## src/core/ccw_pkg.sv

```systemverilog
// shared types and constants for the call, clear and watchdog-clear executor
package ccw_pkg;

    localparam int CCW_PC_W = 10; // program counter width
    localparam int CCW_ADDR_W = 8; // data memory address width
    localparam int CCW_DATA_W = 8; // data memory word width
    localparam int CCW_BIT_W = 3; // bit index width within one word

    localparam logic [CCW_PC_W-1:0] CCW_PC_STEP = 10'h001; // next instruction
    localparam logic [CCW_DATA_W-1:0] CCW_BYTE_ZERO = 8'h00; // cleared byte
    localparam logic [CCW_DATA_W-1:0] CCW_BIT_ONE = 8'h01; // mask seed
    localparam logic CCW_FLAG_CLEAR = 1'b0; // cleared status flag
    localparam logic CCW_FLAG_RESET = 1'b0; // flag value after reset
    localparam logic CCW_PAIR_FIRST = 1'b0; // record code: first half last
    localparam logic CCW_PAIR_SECOND = 1'b1; // record code: second half last
    localparam logic [1:0] CCW_RST_SYNC_INIT = 2'h0; // reset synchroniser

    // instructions this block executes
    typedef enum logic [2:0] {
        CCW_OP_NONE = 3'h0,
        CCW_OP_CALL = 3'h1,
        CCW_OP_BYTE_ZERO = 3'h2,
        CCW_OP_BIT_ZERO = 3'h3,
        CCW_OP_WDT_SINGLE = 3'h4,
        CCW_OP_WDT_FIRST = 3'h5,
        CCW_OP_WDT_SECOND = 3'h6
    } ccw_op_type;

    // one decoded instruction from the decode stage
    typedef struct packed {
        logic valid;
        ccw_op_type op;
        logic [CCW_PC_W-1:0] target;
        logic [CCW_ADDR_W-1:0] addr;
        logic [CCW_BIT_W-1:0] bitsel;
    } ccw_instr_type;

    // data memory write request
    typedef struct packed {
        logic we;
        logic [CCW_ADDR_W-1:0] addr;
        logic [CCW_DATA_W-1:0] wdata;
    } ccw_mem_wr_type;

    // executor sequencing states, one-hot
    typedef enum logic [1:0] {
        CCW_ST_IDLE = 2'b01,
        CCW_ST_CALL_JUMP = 2'b10
    } ccw_state_type;

endpackage

```

## src/core/ccw_bit_zero.sv

```systemverilog
// word value with one selected bit forced low, others kept
`timescale 1ns/1ps
module ccw_bit_zero
    import ccw_pkg::*;
(
    input wire logic [CCW_DATA_W-1:0] i_word,
    input wire logic [CCW_BIT_W-1:0] i_bitsel,
    output logic [CCW_DATA_W-1:0] o_word
);

    // one-hot mask of the selected bit position
    function automatic logic [CCW_DATA_W-1:0] bit_mask(
        input logic [CCW_BIT_W-1:0] sel
    );
        bit_mask = CCW_BIT_ONE << sel;
    endfunction

    // clear only the chosen bit, keep the rest
    assign o_word = i_word & ~bit_mask(i_bitsel);

endmodule

```

## src/core/ccw_exec.sv

```systemverilog
// executor for call, byte/bit clear and the watchdog-clear instructions
`timescale 1ns/1ps
module ccw_exec
    import ccw_pkg::*;
(
    input wire logic i_mclk,
    input wire logic i_arst_n,
    input wire ccw_instr_type i_instr,
    output logic o_ready,
    input wire logic [CCW_PC_W-1:0] i_pc,
    output logic o_stack_push,
    output logic [CCW_PC_W-1:0] o_stack_data,
    output logic o_pc_load,
    output logic [CCW_PC_W-1:0] o_pc_target,
    input wire logic [CCW_DATA_W-1:0] i_mem_rdata,
    output ccw_mem_wr_type o_mem_wr,
    output logic o_watchdog_restart,
    input wire logic i_timeout_set,
    input wire logic i_powerdown_set,
    output logic o_timeout_flag,
    output logic o_powerdown_flag
);

    logic [1:0] rst_sync; // reset release synchroniser
    logic rst_n; // synchronised reset, active low
    ccw_state_type state; // sequencing state
    ccw_state_type next_state; // state for the next edge
    logic [CCW_PC_W-1:0] call_target; // target held for the jump cycle
    logic take; // instruction accepted this cycle
    logic pair_last; // which paired clear ran last
    logic pair_armed; // a paired clear has run since reset
    logic pair_hit; // paired clear that alternates with the last one
    logic wdt_clear; // any watchdog clear that takes effect
    logic [CCW_DATA_W-1:0] bit_cleared; // read word with one bit cleared

    // release reset through two flops, assert without the clock
    always_ff @(posedge i_mclk or negedge i_arst_n) begin
        if (!i_arst_n) begin
            rst_sync <= CCW_RST_SYNC_INIT;
        end else begin
            rst_sync <= {rst_sync[0], 1'b1};
        end
    end
    assign rst_n = rst_sync[1];

    // new work is taken only in the idle state
    assign o_ready = (state == CCW_ST_IDLE);
    assign take = i_instr.valid && o_ready;

    // paired clear counts only once armed and when it differs from the recorded one
    always_comb begin
        pair_hit = 1'b0;
        if (take && pair_armed) begin
            if (i_instr.op == CCW_OP_WDT_FIRST) begin
                pair_hit = (pair_last == CCW_PAIR_SECOND);
            end else if (i_instr.op == CCW_OP_WDT_SECOND) begin
                pair_hit = (pair_last == CCW_PAIR_FIRST);
            end
        end
    end

    // single clear always acts, paired ones only on alternation
    assign wdt_clear = (take && i_instr.op == CCW_OP_WDT_SINGLE)
        || pair_hit;

    // next sequencing state
    always_comb begin
        next_state = state;
        unique case (state)
            CCW_ST_IDLE: begin
                if (take && i_instr.op == CCW_OP_CALL) begin
                    next_state = CCW_ST_CALL_JUMP; // second cycle
                end
            end
            CCW_ST_CALL_JUMP: begin
                next_state = CCW_ST_IDLE;
            end
            default: begin
                next_state = CCW_ST_IDLE;
            end
        endcase
    end

    // state register
    always_ff @(posedge i_mclk or negedge rst_n) begin
        if (!rst_n) begin
            state <= CCW_ST_IDLE;
        end else begin
            state <= next_state;
        end
    end

    // call: push the return address in the first cycle
    always_ff @(posedge i_mclk or negedge rst_n) begin
        if (!rst_n) begin
            o_stack_push <= 1'b0;
            o_stack_data <= '0;
            call_target <= '0;
        end else begin
            o_stack_push <= take && i_instr.op == CCW_OP_CALL;
            if (take && i_instr.op == CCW_OP_CALL) begin
                o_stack_data <= i_pc + CCW_PC_STEP;
                call_target <= i_instr.target;
            end
        end
    end

    // call: load the target in the second cycle, no condition
    always_ff @(posedge i_mclk or negedge rst_n) begin
        if (!rst_n) begin
            o_pc_load <= 1'b0;
            o_pc_target <= '0;
        end else begin
            o_pc_load <= (state == CCW_ST_CALL_JUMP);
            if (state == CCW_ST_CALL_JUMP) begin
                o_pc_target <= call_target;
            end
        end
    end

    // bit clear works on the word read at the given address
    ccw_bit_zero u_bit_zero (
        .i_word(i_mem_rdata),
        .i_bitsel(i_instr.bitsel),
        .o_word(bit_cleared)
    );

    // data memory writes for byte and bit clear
    always_ff @(posedge i_mclk or negedge rst_n) begin
        if (!rst_n) begin
            o_mem_wr <= '0;
        end else begin
            o_mem_wr.we <= take && (i_instr.op == CCW_OP_BYTE_ZERO
                || i_instr.op == CCW_OP_BIT_ZERO);
            if (take && i_instr.op == CCW_OP_BYTE_ZERO) begin
                o_mem_wr.addr <= i_instr.addr;
                o_mem_wr.wdata <= CCW_BYTE_ZERO;
            end else if (take && i_instr.op == CCW_OP_BIT_ZERO) begin
                o_mem_wr.addr <= i_instr.addr;
                o_mem_wr.wdata <= bit_cleared;
            end
        end
    end

    // record of the last paired clear, cleared by reset
    always_ff @(posedge i_mclk or negedge rst_n) begin
        if (!rst_n) begin
            pair_last <= CCW_PAIR_FIRST;
            pair_armed <= 1'b0;
        end else if (take && i_instr.op == CCW_OP_WDT_FIRST) begin
            pair_last <= CCW_PAIR_FIRST;
            pair_armed <= 1'b1;
        end else if (take && i_instr.op == CCW_OP_WDT_SECOND) begin
            pair_last <= CCW_PAIR_SECOND;
            pair_armed <= 1'b1;
        end
    end

    // watchdog counter restart pulse
    always_ff @(posedge i_mclk or negedge rst_n) begin
        if (!rst_n) begin
            o_watchdog_restart <= 1'b0;
        end else begin
            o_watchdog_restart <= wdt_clear;
        end
    end

    // status flags: a set in the clearing cycle wins over the clear
    always_ff @(posedge i_mclk or negedge rst_n) begin
        if (!rst_n) begin
            o_timeout_flag <= CCW_FLAG_RESET;
            o_powerdown_flag <= CCW_FLAG_RESET;
        end else begin
            if (i_timeout_set) begin
                o_timeout_flag <= 1'b1;
            end else if (wdt_clear) begin
                o_timeout_flag <= CCW_FLAG_CLEAR;
            end
            if (i_powerdown_set) begin
                o_powerdown_flag <= 1'b1;
            end else if (wdt_clear) begin
                o_powerdown_flag <= CCW_FLAG_CLEAR;
            end
        end
    end

    // checks on the behaviour above
    call_push_a: assert property (
        @(posedge i_mclk) disable iff (!rst_n)
        take && i_instr.op == CCW_OP_CALL |=>
            o_stack_push && o_stack_data == $past(i_pc) + CCW_PC_STEP)
        else $error("call did not push the next address");

    call_jump_a: assert property (
        @(posedge i_mclk) disable iff (!rst_n)
        take && i_instr.op == CCW_OP_CALL |=> ##1
            o_pc_load && o_pc_target == $past(i_instr.target, 2))
        else $error("call did not load its target");

    call_cycles_a: assert property (
        @(posedge i_mclk) disable iff (!rst_n)
        take && i_instr.op == CCW_OP_CALL |=> !o_ready ##1 o_ready)
        else $error("call did not take two cycles");

    byte_zero_a: assert property (
        @(posedge i_mclk) disable iff (!rst_n)
        take && i_instr.op == CCW_OP_BYTE_ZERO |=>
            o_mem_wr.we && o_mem_wr.wdata == CCW_BYTE_ZERO
            && o_mem_wr.addr == $past(i_instr.addr) && !o_watchdog_restart)
        else $error("byte clear wrote a wrong value");

    bit_zero_a: assert property (
        @(posedge i_mclk) disable iff (!rst_n)
        take && i_instr.op == CCW_OP_BIT_ZERO |=>
            o_mem_wr.we && o_mem_wr.wdata[$past(i_instr.bitsel)] == 1'b0
            && (o_mem_wr.wdata | (CCW_BIT_ONE << $past(i_instr.bitsel)))
            == ($past(i_mem_rdata) | (CCW_BIT_ONE << $past(i_instr.bitsel))))
        else $error("bit clear disturbed other bits");

    single_clear_a: assert property (
        @(posedge i_mclk) disable iff (!rst_n)
        take && i_instr.op == CCW_OP_WDT_SINGLE && !i_timeout_set
            && !i_powerdown_set |=>
            o_watchdog_restart && !o_timeout_flag && !o_powerdown_flag)
        else $error("single watchdog clear had no effect");

    pair_take_a: assert property (
        @(posedge i_mclk) disable iff (!rst_n)
        take && i_instr.op == CCW_OP_WDT_FIRST ##1
            take && i_instr.op == CCW_OP_WDT_SECOND |=> o_watchdog_restart)
        else $error("alternated paired clear had no effect");

    pair_repeat_a: assert property (
        @(posedge i_mclk) disable iff (!rst_n)
        take && i_instr.op == CCW_OP_WDT_FIRST ##1
            take && i_instr.op == CCW_OP_WDT_FIRST |=>
            !o_watchdog_restart && $stable(o_timeout_flag | i_timeout_set)
            || i_timeout_set)
        else $error("repeated first paired clear acted");

    pair_sym_a: assert property (
        @(posedge i_mclk) disable iff (!rst_n)
        take && i_instr.op == CCW_OP_WDT_SECOND ##1
            take && i_instr.op == CCW_OP_WDT_SECOND |=> !o_watchdog_restart)
        else $error("repeated second paired clear acted");

    flag_cause_a: assert property (
        @(posedge i_mclk) disable iff (!rst_n)
        $fell(o_timeout_flag) || $fell(o_powerdown_flag) |->
            o_watchdog_restart)
        else $error("status flag cleared without a watchdog clear");

    pair_first_a: assert property (
        @(posedge i_mclk) disable iff (!rst_n)
        take && i_instr.op == CCW_OP_WDT_FIRST && !pair_armed |=>
            !o_watchdog_restart && pair_armed)
        else $error("first paired clear after reset acted");

endmodule

```

## config.mk

```make
export PLATFORM = sky130hd
export DESIGN_NAME = ccw_exec
export DESIGN_NICKNAME = d
export VERILOG_FILES = /design/src/core/ccw_pkg.sv /design/src/core/ccw_bit_zero.sv /design/src/core/ccw_exec.sv
export SDC_FILE = /design/constraint.sdc
export NUM_CORES = 1
export LEC_CHECK = 0
export BUFFER_PORTS_ARGS = -buffer_cell sky130_fd_sc_hd__buf_2
export CELL_PAD_IN_SITES_DETAIL_PLACEMENT = 0
export CELL_PAD_IN_SITES_GLOBAL_PLACEMENT = 1
export CORE_ASPECT_RATIO = 0.7
export CORE_MARGIN = 2
export CORE_UTILIZATION = 34
export DETAILED_ROUTE_END_ITERATION = 10
export PLACE_DENSITY_LB_ADDON = 0.1
export REMOVE_ABC_BUFFERS = 1
export SLEW_MARGIN = 25
export SYNTH_ARGS = -nofsm -noshare
export SYNTH_HDL_FRONTEND = slang
export SYNTH_SLANG_ARGS = --single-unit
```

## constraint.sdc

```tcl
create_clock -name i_mclk -period 1.8 [get_ports i_mclk]
set_input_delay 0.54 -clock i_mclk [delete_from_list [all_inputs] [get_ports i_mclk]]
set_output_delay 0.54 -clock i_mclk [all_outputs]
set_load 0.01 [all_outputs]
```

## Word-level counts from Yosys, hierarchy flattened

Index checks and enable logic that the tools add are counted.

| storage, ports and cells | value |
|---|---|
| register bits | 58 |
| bits in latches | 0 |
| memory bits (writable) | 0 |
| ROM bits | 0 |
| input bits | 47 |
| output and inout port bits | 43 |
| memories kept | 0 |

| cells by class | value |
|---|---|
| $add $sub $neg | 1 |
| multiply operators | 0 |
| div/mod/pow operators | 0 |
| $lt $le $gt $ge | 0 |
| equality and inequality tests | 9 |
| shifts and indexed selects | 1 |
| muxes and demuxes | 13 |
| bitwise gates (word level) | 3 |
| reduce and logical (&&, ||, !) cells | 15 |

Operators with widths:

| operator | count |
|---|---|
| 16-bit two-way mux | 2 |
| 10-bit by 1-bit adder with 10-bit output (second input constant) | 1 |
| 3-bit == test (second input constant) | 3 |
| 1-bit logical AND | 9 |
| 1-bit two-way mux | 9 |
| 8-bit AND | 1 |
| 8-bit NOT | 1 |
| 2-bit nonzero test | 4 |
| 1-bit by 3-bit << shifter with 8-bit output (first input constant) | 1 |
| 3-bit by 2-bit == test with 1-bit output (second input constant) | 2 |
| 2-bit two-way mux | 2 |
| 3-bit by 1-bit == test with 1-bit output (second input constant) | 1 |
| 2-bit by 1-bit == test with 1-bit output (second input constant) | 1 |
| 2-bit == test (second input constant) | 1 |
| 1-bit logical OR | 2 |
| 2-bit by 1-bit inequality test with 1-bit output (second input constant) | 1 |
| 1-bit NOT | 1 |

## Depth between registers and ports, before layout

Gate-level depths: netlist of run 1.

| depth | value |
|---|---|
| depth in word-level cells | 7 |
| depth in mapped cells | 5 |
| mapped depth without buffers | 4 |

## Cells and area by module

A second synthesis of run 1 with hierarchy kept.

| second synthesis, totals | value |
|---|---|
| cells, all modules | 193 |
| area total of the unflattened synthesis | 2421.1 µm² |

Modules (own cells, without submodules):

| module | times used | cells an instance | area each (µm²) | sequential area each (µm²) |
|---|---|---|---|---|
| ccw_exec | 1 | 179 | 2334.7 | 1452.6 |
| ccw_bit_zero | 1 | 14 | 86.3 | 0.0 |

## Worst setup path before layout of run 1

No wires, ideal clock.

| timing path | value |
|---|---|
| kind | reg-to-reg |
| start | register state[0] |
| end | register call_target[1] |
| arrival time | 1351 ps |
| required time | 1675 ps |
| slack | 324 ps |
| cell stages (with the launch flop) | 5 |
| path buffers | 1 |
| cells stage by stage | dfstp_2 > nor2b_4 > nand4b_4 > buf_6 > mux2_4 |

| between the ends | value |
|---|---|
| cells in the longest elaborated chain, start to end | 3 |

RTL lines:

| element | line | text |
|---|---|---|
| from (decl) | ccw_exec.sv:26 | `ccw_state_type state;` |
| from (signal assigned) | ccw_exec.sv:89 | `state <= next_state;` |
| 2-bit by 1-bit == test with 1-bit output | ccw_exec.sv:47 | `assign o_ready = (state == CCW_ST_IDLE);` |
| net o_ready | ccw_exec.sv:9 | `output logic o_ready,` |
| 1-bit logical AND | ccw_exec.sv:48 | `assign take = i_instr.valid && o_ready;` |
| 1-bit logical AND | ccw_exec.sv:101 | `if (take && i_instr.op == CCW_OP_CALL) begin` |
| to (signal assigned) | ccw_exec.sv:103 | `call_target <= i_instr.target;` |
| to (decl) | ccw_exec.sv:28 | `logic [CCW_PC_W-1:0] call_target;` |

The timed path passes the listed nets, and every way through them passes these cells.
A chain may end at the register's enable or synchronous reset.

## Final worst setup path of run 1

| timing path | value |
|---|---|
| start | register state[0] |
| end | output o_ready |

| between the ends | value |
|---|---|
| cells in the longest elaborated chain, start to end | 1 |

RTL lines:

| element | line |
|---|---|
| 2-bit by 1-bit == test with 1-bit output | ccw_exec.sv:47 |
| to (decl) | ccw_exec.sv:9 |

Every way passes these cells.

==> impl_metrics.json, run 1 <==
{
  "final_core_util_pct": 47.3,
  "cpPeakStageDelay_ps": 520,
  "routed.top_layer": "met4",
  "gr-total-overflow": 0,
  "worstSetupEndpointType": "output port",
  "path_max_fanout": 2,
  "die-area_um2": 7810,
  "cp_slowest_cell": "dfstp_2",
  "yosysWarnings": 0,
  "dpl_cell_area_um2": 2980,
  "routed-wl-met3_um": 394,
  "critPathArrivalTime_ps": 1120,
  "final_area_um2": 3220,
  "path_cells": "nor2b_4 -> buf_2",
  "synth_top_area_cell": "dfrtp_1",
  "ios": 90,
  "grt_max_degree": 39,
  "cts_root_buf": "clkbuf_8",
  "insertedDiodeCount": 0,
  "cp.required_ps": 1260,
  "start_util_pct": 35.5,
  "cts_buffers": 9,
  "synthesis.area_um2": 2420,
  "cts_buffer_depth": 2,
  "vias": 1696,
  "synthesis.area_per_instance_um2": 12.7,
  "cts_tree": "done",
  "postRouteAntennaNets": 0,
  "slew_viol_final": 0,
  "antenna_found_initial": 0,
  "status": "completed",
  "ys_ff_latch": 58,
  "multi_input_area_um2": 890,
  "wl_met2_um": 2060,
  "seq_area_um2": 1450,
  "max-cap-violations": 0,
  "startpoint_type": "flop",
  "synthCells": 190,
  "synth.top_cells.by_area": "dfrtp_1 (59%), mux2_2 (9.3%), mux2_4 (5.6%)",
  "routed_wl_um": 4900,
  "grtUsageTotal_pct": 13.9,
  "synth_top_area_share_pct": 59.0,
  "gp_congestion": 0.732,
  "ys_types": 27,
  "dpl.hpwl_um": 3560,
  "layout_commonest_cell": "buf_2",
  "fin_crit_ps": 1660,
  "final_cell_count_no_fill": 386,
  "drtPass1Iterations": 4,
  "skew_ps": 4.96,
  "post_drt_via_cell_ratio": 4.39,
  "ctsResizeCount": 0,
  "fillers": 682,
  "setup_viol": 0,
  "power_density_nw_per_um2": 1080,
  "post_drt_wl_per_cell_um": 12.7,
  "totalPowerFinal_mw": 3.48,
  "dp.cells": 368,
  "layout-drive-gt1-share_pct": 48.6,
  "fmax_mhz": 601,
  "grt_pass1_vias": 1661,
  "core_um2": 6820,
  "yosys_most_used_dff": "dfrtp_1",
  "num_rows": 25,
  "tns_ps": 0,
  "finalCritPeriodShare_pct": 92.4,
  "clkLatencyLatePin_ps": 330,
  "yosysSeqAreaShare_pct": 60.1,
  "fin_nets": 335,
  "leakagePower_nw": 1.71,
  "wl_met1_um": 2370,
  "grt_pass1_wl_um": 8150,
  "clk_pin_slew_ps": 60,
  "dieHeight_um": 74.6,
  "vdd_drop_max_uv": 382,
  "synth_edf_count": 0,
  "final_cell_mix": "buf_2 (89), dfrtp_1 (56), nand2_1 (23), o21ai_0 (20), mux2_2 (20)",
  "cts-htree-levels": 3,
  "hold_path.class": "reg2async",
  "portBuffers": 89,
  "worstSetupPathType": "reg2out",
  "drc": 0,
  "die_x_um": 105,
  "synthArstFlopShare_pct": 100,
  "timing_hold_violations_final": 0,
  "drtIter0Drc": 25,
  "area_growth_pct": 33.3,
  "rsz0062_at_grt": "no",
  "cts.sinks": 58
}
[power by group]
group	internal (mW)	leakage [nW]	switching, mW
sequential	1.49	0.721	0.100
clock	0.857	0.111	0.482
combinational	0.294	0.875	0.256
[metrics by stage]
step                hold slack (ps)  setup slack, ps
finish                          208              137
global route                    254             67.1
CTS                             226             96.3
detailed placement              224              207
global placement                226              220
floorplan                       244             67.4
[worst max-delay path, delay by kind of cell, from the launching register on]
family,cells,cell delay [ps]
flops,1,520
buf+inv,1,130
simple gates,1,140
[flip-flops by register name, summed over array words and instances (netlist names)]
signal / cells
call_target: 10
o_mem_wr: 17
o_pc_load: 1
o_pc_target: 10
o_powerdown_flag: 1
o_stack_data: 10
o_stack_push: 1
o_timeout_flag: 1
o_watchdog_restart: 1
pair_armed: 1
pair_last: 1
rst_sync: 2
state: 2
[cells in the mapped netlist, types with 2 or more instances]
cell type	number
o21ai_0	20
xor2_1	7
nor2_1	3
dfrtp_1	57
o211ai_1	2
mux2_4	9
nand2b_1	2
and3_1	3
mux2_2	20
inv_1	6
nand3_1	10
nor2b_4	2
a21oi_1	2
nand2_1	23
a21o_1	3
buf_2	4
clkbuf_1	3
o311ai_0	2
buf_6	2
nand4_1	2
xnor2_1	2
[cell families (layout without fill, tap and decap cells)]
group | count (synthesis) | after routing | share of synthesized area, %
simple gates | 48 | 48 | 11.1
mux | 29 | 29 | 14.9
buf+inv | 15 | 117 | 3.16
other cells | 1 | 1 | 0.155
fa+ha+maj | 1 | 1 | 0.517
xor+xnor | 9 | 9 | 3.26
compound gates | 29 | 29 | 6.83
flops | 58 | 58 | 60.1
[worst paths after layout]
kind,startpoint,to,slack [ps],cells after the start
setup / recovery,state[0],o_ready,140,2
hold / removal,rst_sync[1],o_mem_wr[13],210,0
setup reg to reg,state[0],call_target[6],260,5
hold reg to reg,rst_sync[1],o_mem_wr[13],210,0
max in group asynchronous,rst_sync[1],state[0],980,1
min in group i_mclk,rst_sync[0],rst_sync[1],360,0
[layout make-up]
class	count	area share [%]
clock buffer	14	5.04
multi-input combinational	117	27.6
clock inverter	2	1.86
timing repair buffer	95	16.1
sequential	58	45.1
tap	94	3.65
inverter	6	0.698
[layer usage]
metal / up-vias / global-route usage, %
li1: 846 / -
met1: 786 / 18.6
met2: 55 / 19.4
met3: 9 / 6.75
met4: 0 / 5.78
met5: - / 0
[timing repair]
item / 4_1_cts / 5_1_grt
endpoints found under the hold margin: 2 / 0
setup endpoints to repair: 1 / 0
hold buffers: 1 / 0
setup buffers: 1 / 0
(Power assumes the default switching activity.)
==> inputs of run 2 (changes only) <==
--- a/config.mk
+++ b/config.mk
@@ -11,6 +11,7 @@
 export CORE_ASPECT_RATIO = 0.7
 export CORE_MARGIN = 2
 export CORE_UTILIZATION = 34
+export CTS_BUF_LIST = sky130_fd_sc_hd__clkbuf_16
 export DETAILED_ROUTE_END_ITERATION = 10
 export PLACE_DENSITY_LB_ADDON = 0.1
 export REMOVE_ABC_BUFFERS = 1
==> run 2 against run 1 <==
Against the previous run: clock power increased by 27%; worst hold slack worse by 0.56 ps; register-to-register slack is essentially flat; largest power group is now the clock network.
==> impl_metrics.json, run 2 (synthesis results as in run 1) <==
{
  "cts_buffer_depth": 2,
  "fmax_mhz": 598,
  "grt_max_degree": 39,
  "worstSetupEndpointType": "output port",
  "timing_hold_violations_final": 0,
  "p_comb_share_pct": 14.3,
  "critPathBufInv": 1,
  "ios": 90,
  "dpl.hpwl_um": 3560,
  "slew_viol_final": 0,
  "area_growth_pct": 37.0,
  "portBuffers": 89,
  "max-cap-violations": 0,
  "gr-total-overflow": 0,
  "cts_buffers": 9,
  "skew_ps": 6.49,
  "worstSetupPathType": "reg2out",
  "core_um2": 6820,
  "fin_nets": 336,
  "grt_pass1_wl_um": 8110,
  "clkPwrFrac_pct": 44.3,
  "fin_crit_ps": 1670,
  "sw_frac_of_total_pct": 22.8,
  "cts.sinks": 58,
  "power_density_nw_per_um2": 1160,
  "start_util_pct": 35.5,
  "cpLargestDelayFamily": "flip-flops",
  "final_cell_mix": "buf_2 (89), dfrtp_1 (56), nand2_1 (23), o21ai_0 (20), mux2_2 (20)",
  "startpoint_type": "flop",
  "drtPass1Iterations": 4,
  "layout_commonest_cell": "buf_2",
  "insertedDiodeCount": 0,
  "antenna_found_initial": 0,
  "hold_path.class": "reg2async",
  "die-area_um2": 7810,
  "clk_pin_slew_ps": 50,
  "grtUsageTotal_pct": 13.8,
  "cts_tree": "done",
  "p_seq_share_pct": 41.4,
  "grt_pass1_vias": 1659,
  "post_drt_wl_per_cell_um": 12.5,
  "fillers": 667,
  "cp_slowest_cell": "dfstp_2",
  "tns_ps": 0,
  "setup_viol": 0,
  "routed_wl_um": 4830,
  "finalCritPeriodShare_pct": 92.9,
  "p_switching_mw": 0.878,
  "drc": 0,
  "vias": 1693,
  "postRouteAntennaNets": 0,
  "path_max_fanout": 3,
  "final_cell_count_no_fill": 387,
  "layout-drive-gt1-share_pct": 48.1,
  "gp_congestion": 0.732,
  "cts_root_buf": "clkbuf_16",
  "rsz0062_at_grt": "no",
  "cts-htree-levels": 3,
  "status": "completed",
  "cp.required_ps": 1260,
  "path_cells": "nor2b_4 -> buf_2",
  "p_int_mw": 2.97,
  "num_rows": 25,
  "largest_reg_flops": 17,
  "multi_input_area_um2": 890,
  "die_x_um": 105,
  "post_drt_via_cell_ratio": 4.37,
  "drtIter0Drc": 25,
  "leakagePower_nw": 1.76,
  "vdd_drop_max_uv": 501,
  "dieHeight_um": 74.6,
  "cpPeakStageDelay_ps": 520,
  "critPathArrivalTime_ps": 1130,
  "r2r_slack_ps": 260,
  "clkLatencyLatePin_ps": 320,
  "seq_area_um2": 1450,
  "dp.cells": 368,
  "largest-register": "o_mem_wr"
}
## run 2: cell count changes in the layout (fill, tap and decap cells not counted)
cell / delta
buf_4: +1
clkbuf_1: -3
clkbuf_16: +9
clkbuf_8: -11
clkinv_1: +2
inv_1: +3
## run 2: what timing repair did
item | in CTS | in global routing
hold buffers | 1 | 0
endpoints found under the setup margin | 0 | 1
endpoints found under the hold margin | 2 | 0
gates resized for setup | 0 | 0
setup buffers | 0 | 2
## run 2: area by class of cell
class,count,area share [%]
multi-input cells,117,26.9
well taps,94,3.55
flip-flops and latches,58,43.9
inverters,6,0.680
clock buffers,9,6.80
repair buffers,96,15.9
clock inverters,7,2.38
## run 2: worst register-to-register path: cells and delay by family, from the launching register on
| family | cells | cell delay (ps) |
|---|---|---|
| flip-flops | 1 | 520 |
| buffers and inverters | 2 | 340 |
| multiplexers | 1 | 310 |
| AND/OR/NAND/NOR | 2 | 260 |
## run 2: metal layers
metal | vias up | global-route usage [%] | wire length, um | share of wire [%]
li1 | 848 | - | - | -
met5 | - | 0 | 0 | 0
met4 | 0 | 4.44 | 57 | 1.2
met2 | 52 | 19.4 | 2060 | 43
met3 | 8 | 6.75 | 355 | 7.3
met1 | 785 | 18.6 | 2360 | 49
## run 2: final timing paths
kind                             startpoint             end  depth (start not counted)
worst max-delay path               state[0]         o_ready                          2
worst min-delay path            rst_sync[1]    o_mem_wr[13]                          0
worst max register to register     state[0]  call_target[6]                          5
worst min register to register  rst_sync[1]    o_mem_wr[13]                          0
max in group asynchronous       rst_sync[1]        state[0]                          1
min in group i_mclk             rst_sync[0]     rst_sync[1]                          0
## run 2: power groups by stage
stage	combinational (mW)	sequential [mW]	clock (mW)
2_1_floorplan	0.223	1.68	0
3_3_place_gp	0.552	1.62	0
3_5_place_dp	0.560	1.61	0
4_1_cts	0.560	1.60	1.76
5_1_grt	0.621	1.62	1.83
6_report	0.551	1.59	1.70
## run 2: through the flow
| step | utilization, % | setup slack [ps] | hold WS [ps] | total power [mW] | cell area, um^2 |
|---|---|---|---|---|---|
| final | 48.6 | 128 | 208 | 3.85 | 3310 |
| after global routing | 48.6 | 73.3 | 251 | 4.08 | 3310 |
| after CTS | 48.4 | 0.355 | 224 | 3.92 | 3300 |
| after detailed placement | 43.8 | 207 | 224 | 2.18 | 2980 |
| after global placement | 43.8 | 220 | 226 | 2.17 | 2980 |
| after floorplan | - | 67.4 | 244 | 1.90 | 2360 |
==> inputs of run 3 (changes only) <==
--- a/config.mk
+++ b/config.mk
@@ -13,7 +13,7 @@
 export CORE_UTILIZATION = 34
 export CTS_BUF_LIST = sky130_fd_sc_hd__clkbuf_16
 export DETAILED_ROUTE_END_ITERATION = 10
-export PLACE_DENSITY_LB_ADDON = 0.1
+export PLACE_DENSITY = 0.74
 export REMOVE_ABC_BUFFERS = 1
 export SLEW_MARGIN = 25
 export SYNTH_ARGS = -nofsm -noshare
==> run 3 against run 2 <==
Against the previous run: die area unchanged; core utilization down 0.83 points; register-to-register slack about the same; via count up 0.12%; non-clock buffer count down 1; clock skew down 0.57 ps.
==> impl_metrics.json, run 3 (synthesis results as in run 1) <==
{
  "cts-htree-levels": 3,
  "setup_ws_ps": 117,
  "slew_viol_final": 0,
  "status": "completed",
  "p_int_mw": 2.69,
  "cts_tree": "done",
  "critPathArrivalTime_ps": 1140,
  "totalPowerFinal_mw": 3.57,
  "fin_crit_ps": 1680,
  "start_util_pct": 35.5,
  "gp_congestion": 0.756,
  "whs_ps": 251,
  "worstSetupPathType": "reg2out",
  "grt_pass1_wl_um": 7850,
  "worstSetupEndpointType": "output port",
  "dpl.hpwl_um": 3550,
  "setup_viol": 0,
  "antenna_found_initial": 0,
  "pre_cts_slack_ps": 209,
  "insertedDiodeCount": 0,
  "routed_wl_um": 4860,
  "rsz0062_at_grt": "no",
  "sw_frac_of_total_pct": 24.8,
  "power_density_nw_per_um2": 1100,
  "layout_commonest_cell": "buf_2",
  "drc": 0,
  "gr-total-overflow": 0,
  "max-cap-violations": 0,
  "dieHeight_um": 74.6,
  "cts_buffers": 9,
  "maxSlewHeadroom_pct": 64.0,
  "startpoint_type": "flop",
  "cp.required_ps": 1260,
  "tightest_slew_ps": 534,
  "die_x_um": 105,
  "cts.sinks": 58,
  "area_growth_pct": 34.7,
  "hold_path.class": "reg2async",
  "fin_nets": 335,
  "dpl_cell_area_um2": 2980,
  "postRouteAntennaNets": 0,
  "grtUsageTotal_pct": 13.3,
  "post_drt_via_cell_ratio": 4.39,
  "largest_reg_flops": 17,
  "final_area_um2": 3260,
  "finalCritPeriodShare_pct": 93.5,
  "path_max_fanout": 4,
  "clk_pin_slew_ps": 50,
  "grt_max_degree": 34,
  "die-area_um2": 7810,
  "p_comb_share_pct": 15.4,
  "timing_hold_violations_final": 0,
  "largest-register": "o_mem_wr",
  "leakagePower_nw": 1.73,
  "layout-drive-gt1-share_pct": 48.3,
  "grt_pass1_vias": 1592,
  "cts_root_buf": "clkbuf_16",
  "ios": 90,
  "clkPwrFrac_pct": 39.9,
  "clkLatencyLatePin_ps": 320,
  "tns_ps": 0,
  "drtIter0Drc": 34,
  "core_um2": 6820,
  "skew_ps": 5.92,
  "cts_buffer_depth": 2,
  "p_seq_share_pct": 44.7,
  "drtPass1Iterations": 4,
  "num_rows": 25,
  "p_switching_mw": 0.885,
  "final_cell_mix": "buf_2 (89), dfrtp_1 (56), nand2_1 (23), o21ai_0 (20), mux2_2 (20)",
  "fmax_mhz": 594,
  "post_drt_wl_per_cell_um": 12.6,
  "portBuffers": 89,
  "vdd_drop_max_uv": 590,
  "vias": 1695
}
-- run 3: timing repair --
item / 4_1_cts / 5_1_grt
buffers inserted: 0 / 2
resized for setup: 0 / 0
endpoints found under the setup margin: 0 / 1
endpoints found under the hold margin: 2 / 0
hold buffers: 1 / 0
-- run 3: path summary, 6_finish.rpt --
| path | depth (start not counted) | from | slack (ps) | endpoint |
|---|---|---|---|---|
| max | 2 | state[0] | 120 | o_ready |
| min | 0 | rst_sync[1] | 250 | o_mem_wr[8] |
| max reg2reg | 5 | state[0] | 260 | call_target[3] |
| min reg2reg | 0 | rst_sync[1] | 250 | o_mem_wr[8] |
| max in group asynchronous | 1 | rst_sync[1] | 980 | call_target[1] |
| min in group i_mclk | 0 | rst_sync[0] | 360 | rst_sync[1] |
-- run 3: cell type report --
class                   instances  area [um^2]
inverters                       6         22.5
well taps                      94          118
clock buffers                   9          225
clock inverters                 7         30.0
repair buffers                 95          518
fillers                       685         3560
flip-flops and latches         58         1450
multi-input cells             117          890
-- run 3: per-layer routing --
| layer | GRT usage, % | share of wire, % |
|---|---|---|
| met5 | 0 | 0 |
| met4 | 5.33 | 1.0 |
| met3 | 5.87 | 7.2 |
| met2 | 18.4 | 41 |
| met1 | 18.2 | 50 |
-- run 3: power groups by stage --
stage	registers (mW)	clock network (mW)	logic, mW
5_1_grt	1.63	1.53	0.607
2_1_floorplan	1.68	0	0.223
3_5_place_dp	1.62	0	0.555
4_1_cts	1.60	1.47	0.556
6_report	1.60	1.42	0.549
3_3_place_gp	1.62	0	0.544
-- run 3: metrics by stage --
step | std cells | utilization, %
floorplan | 181 | -
global placement | 367 | 43.7
finish | 386 | 47.8
detailed placement | 367 | 43.7
global route | 386 | 47.8
CTS | 384 | 47.5
-- run 3: worst max-delay path, cell delays in order (launching register included) --
cell and delay, ps:
dfstp_2 520, nor2b_4 160, buf_2 140
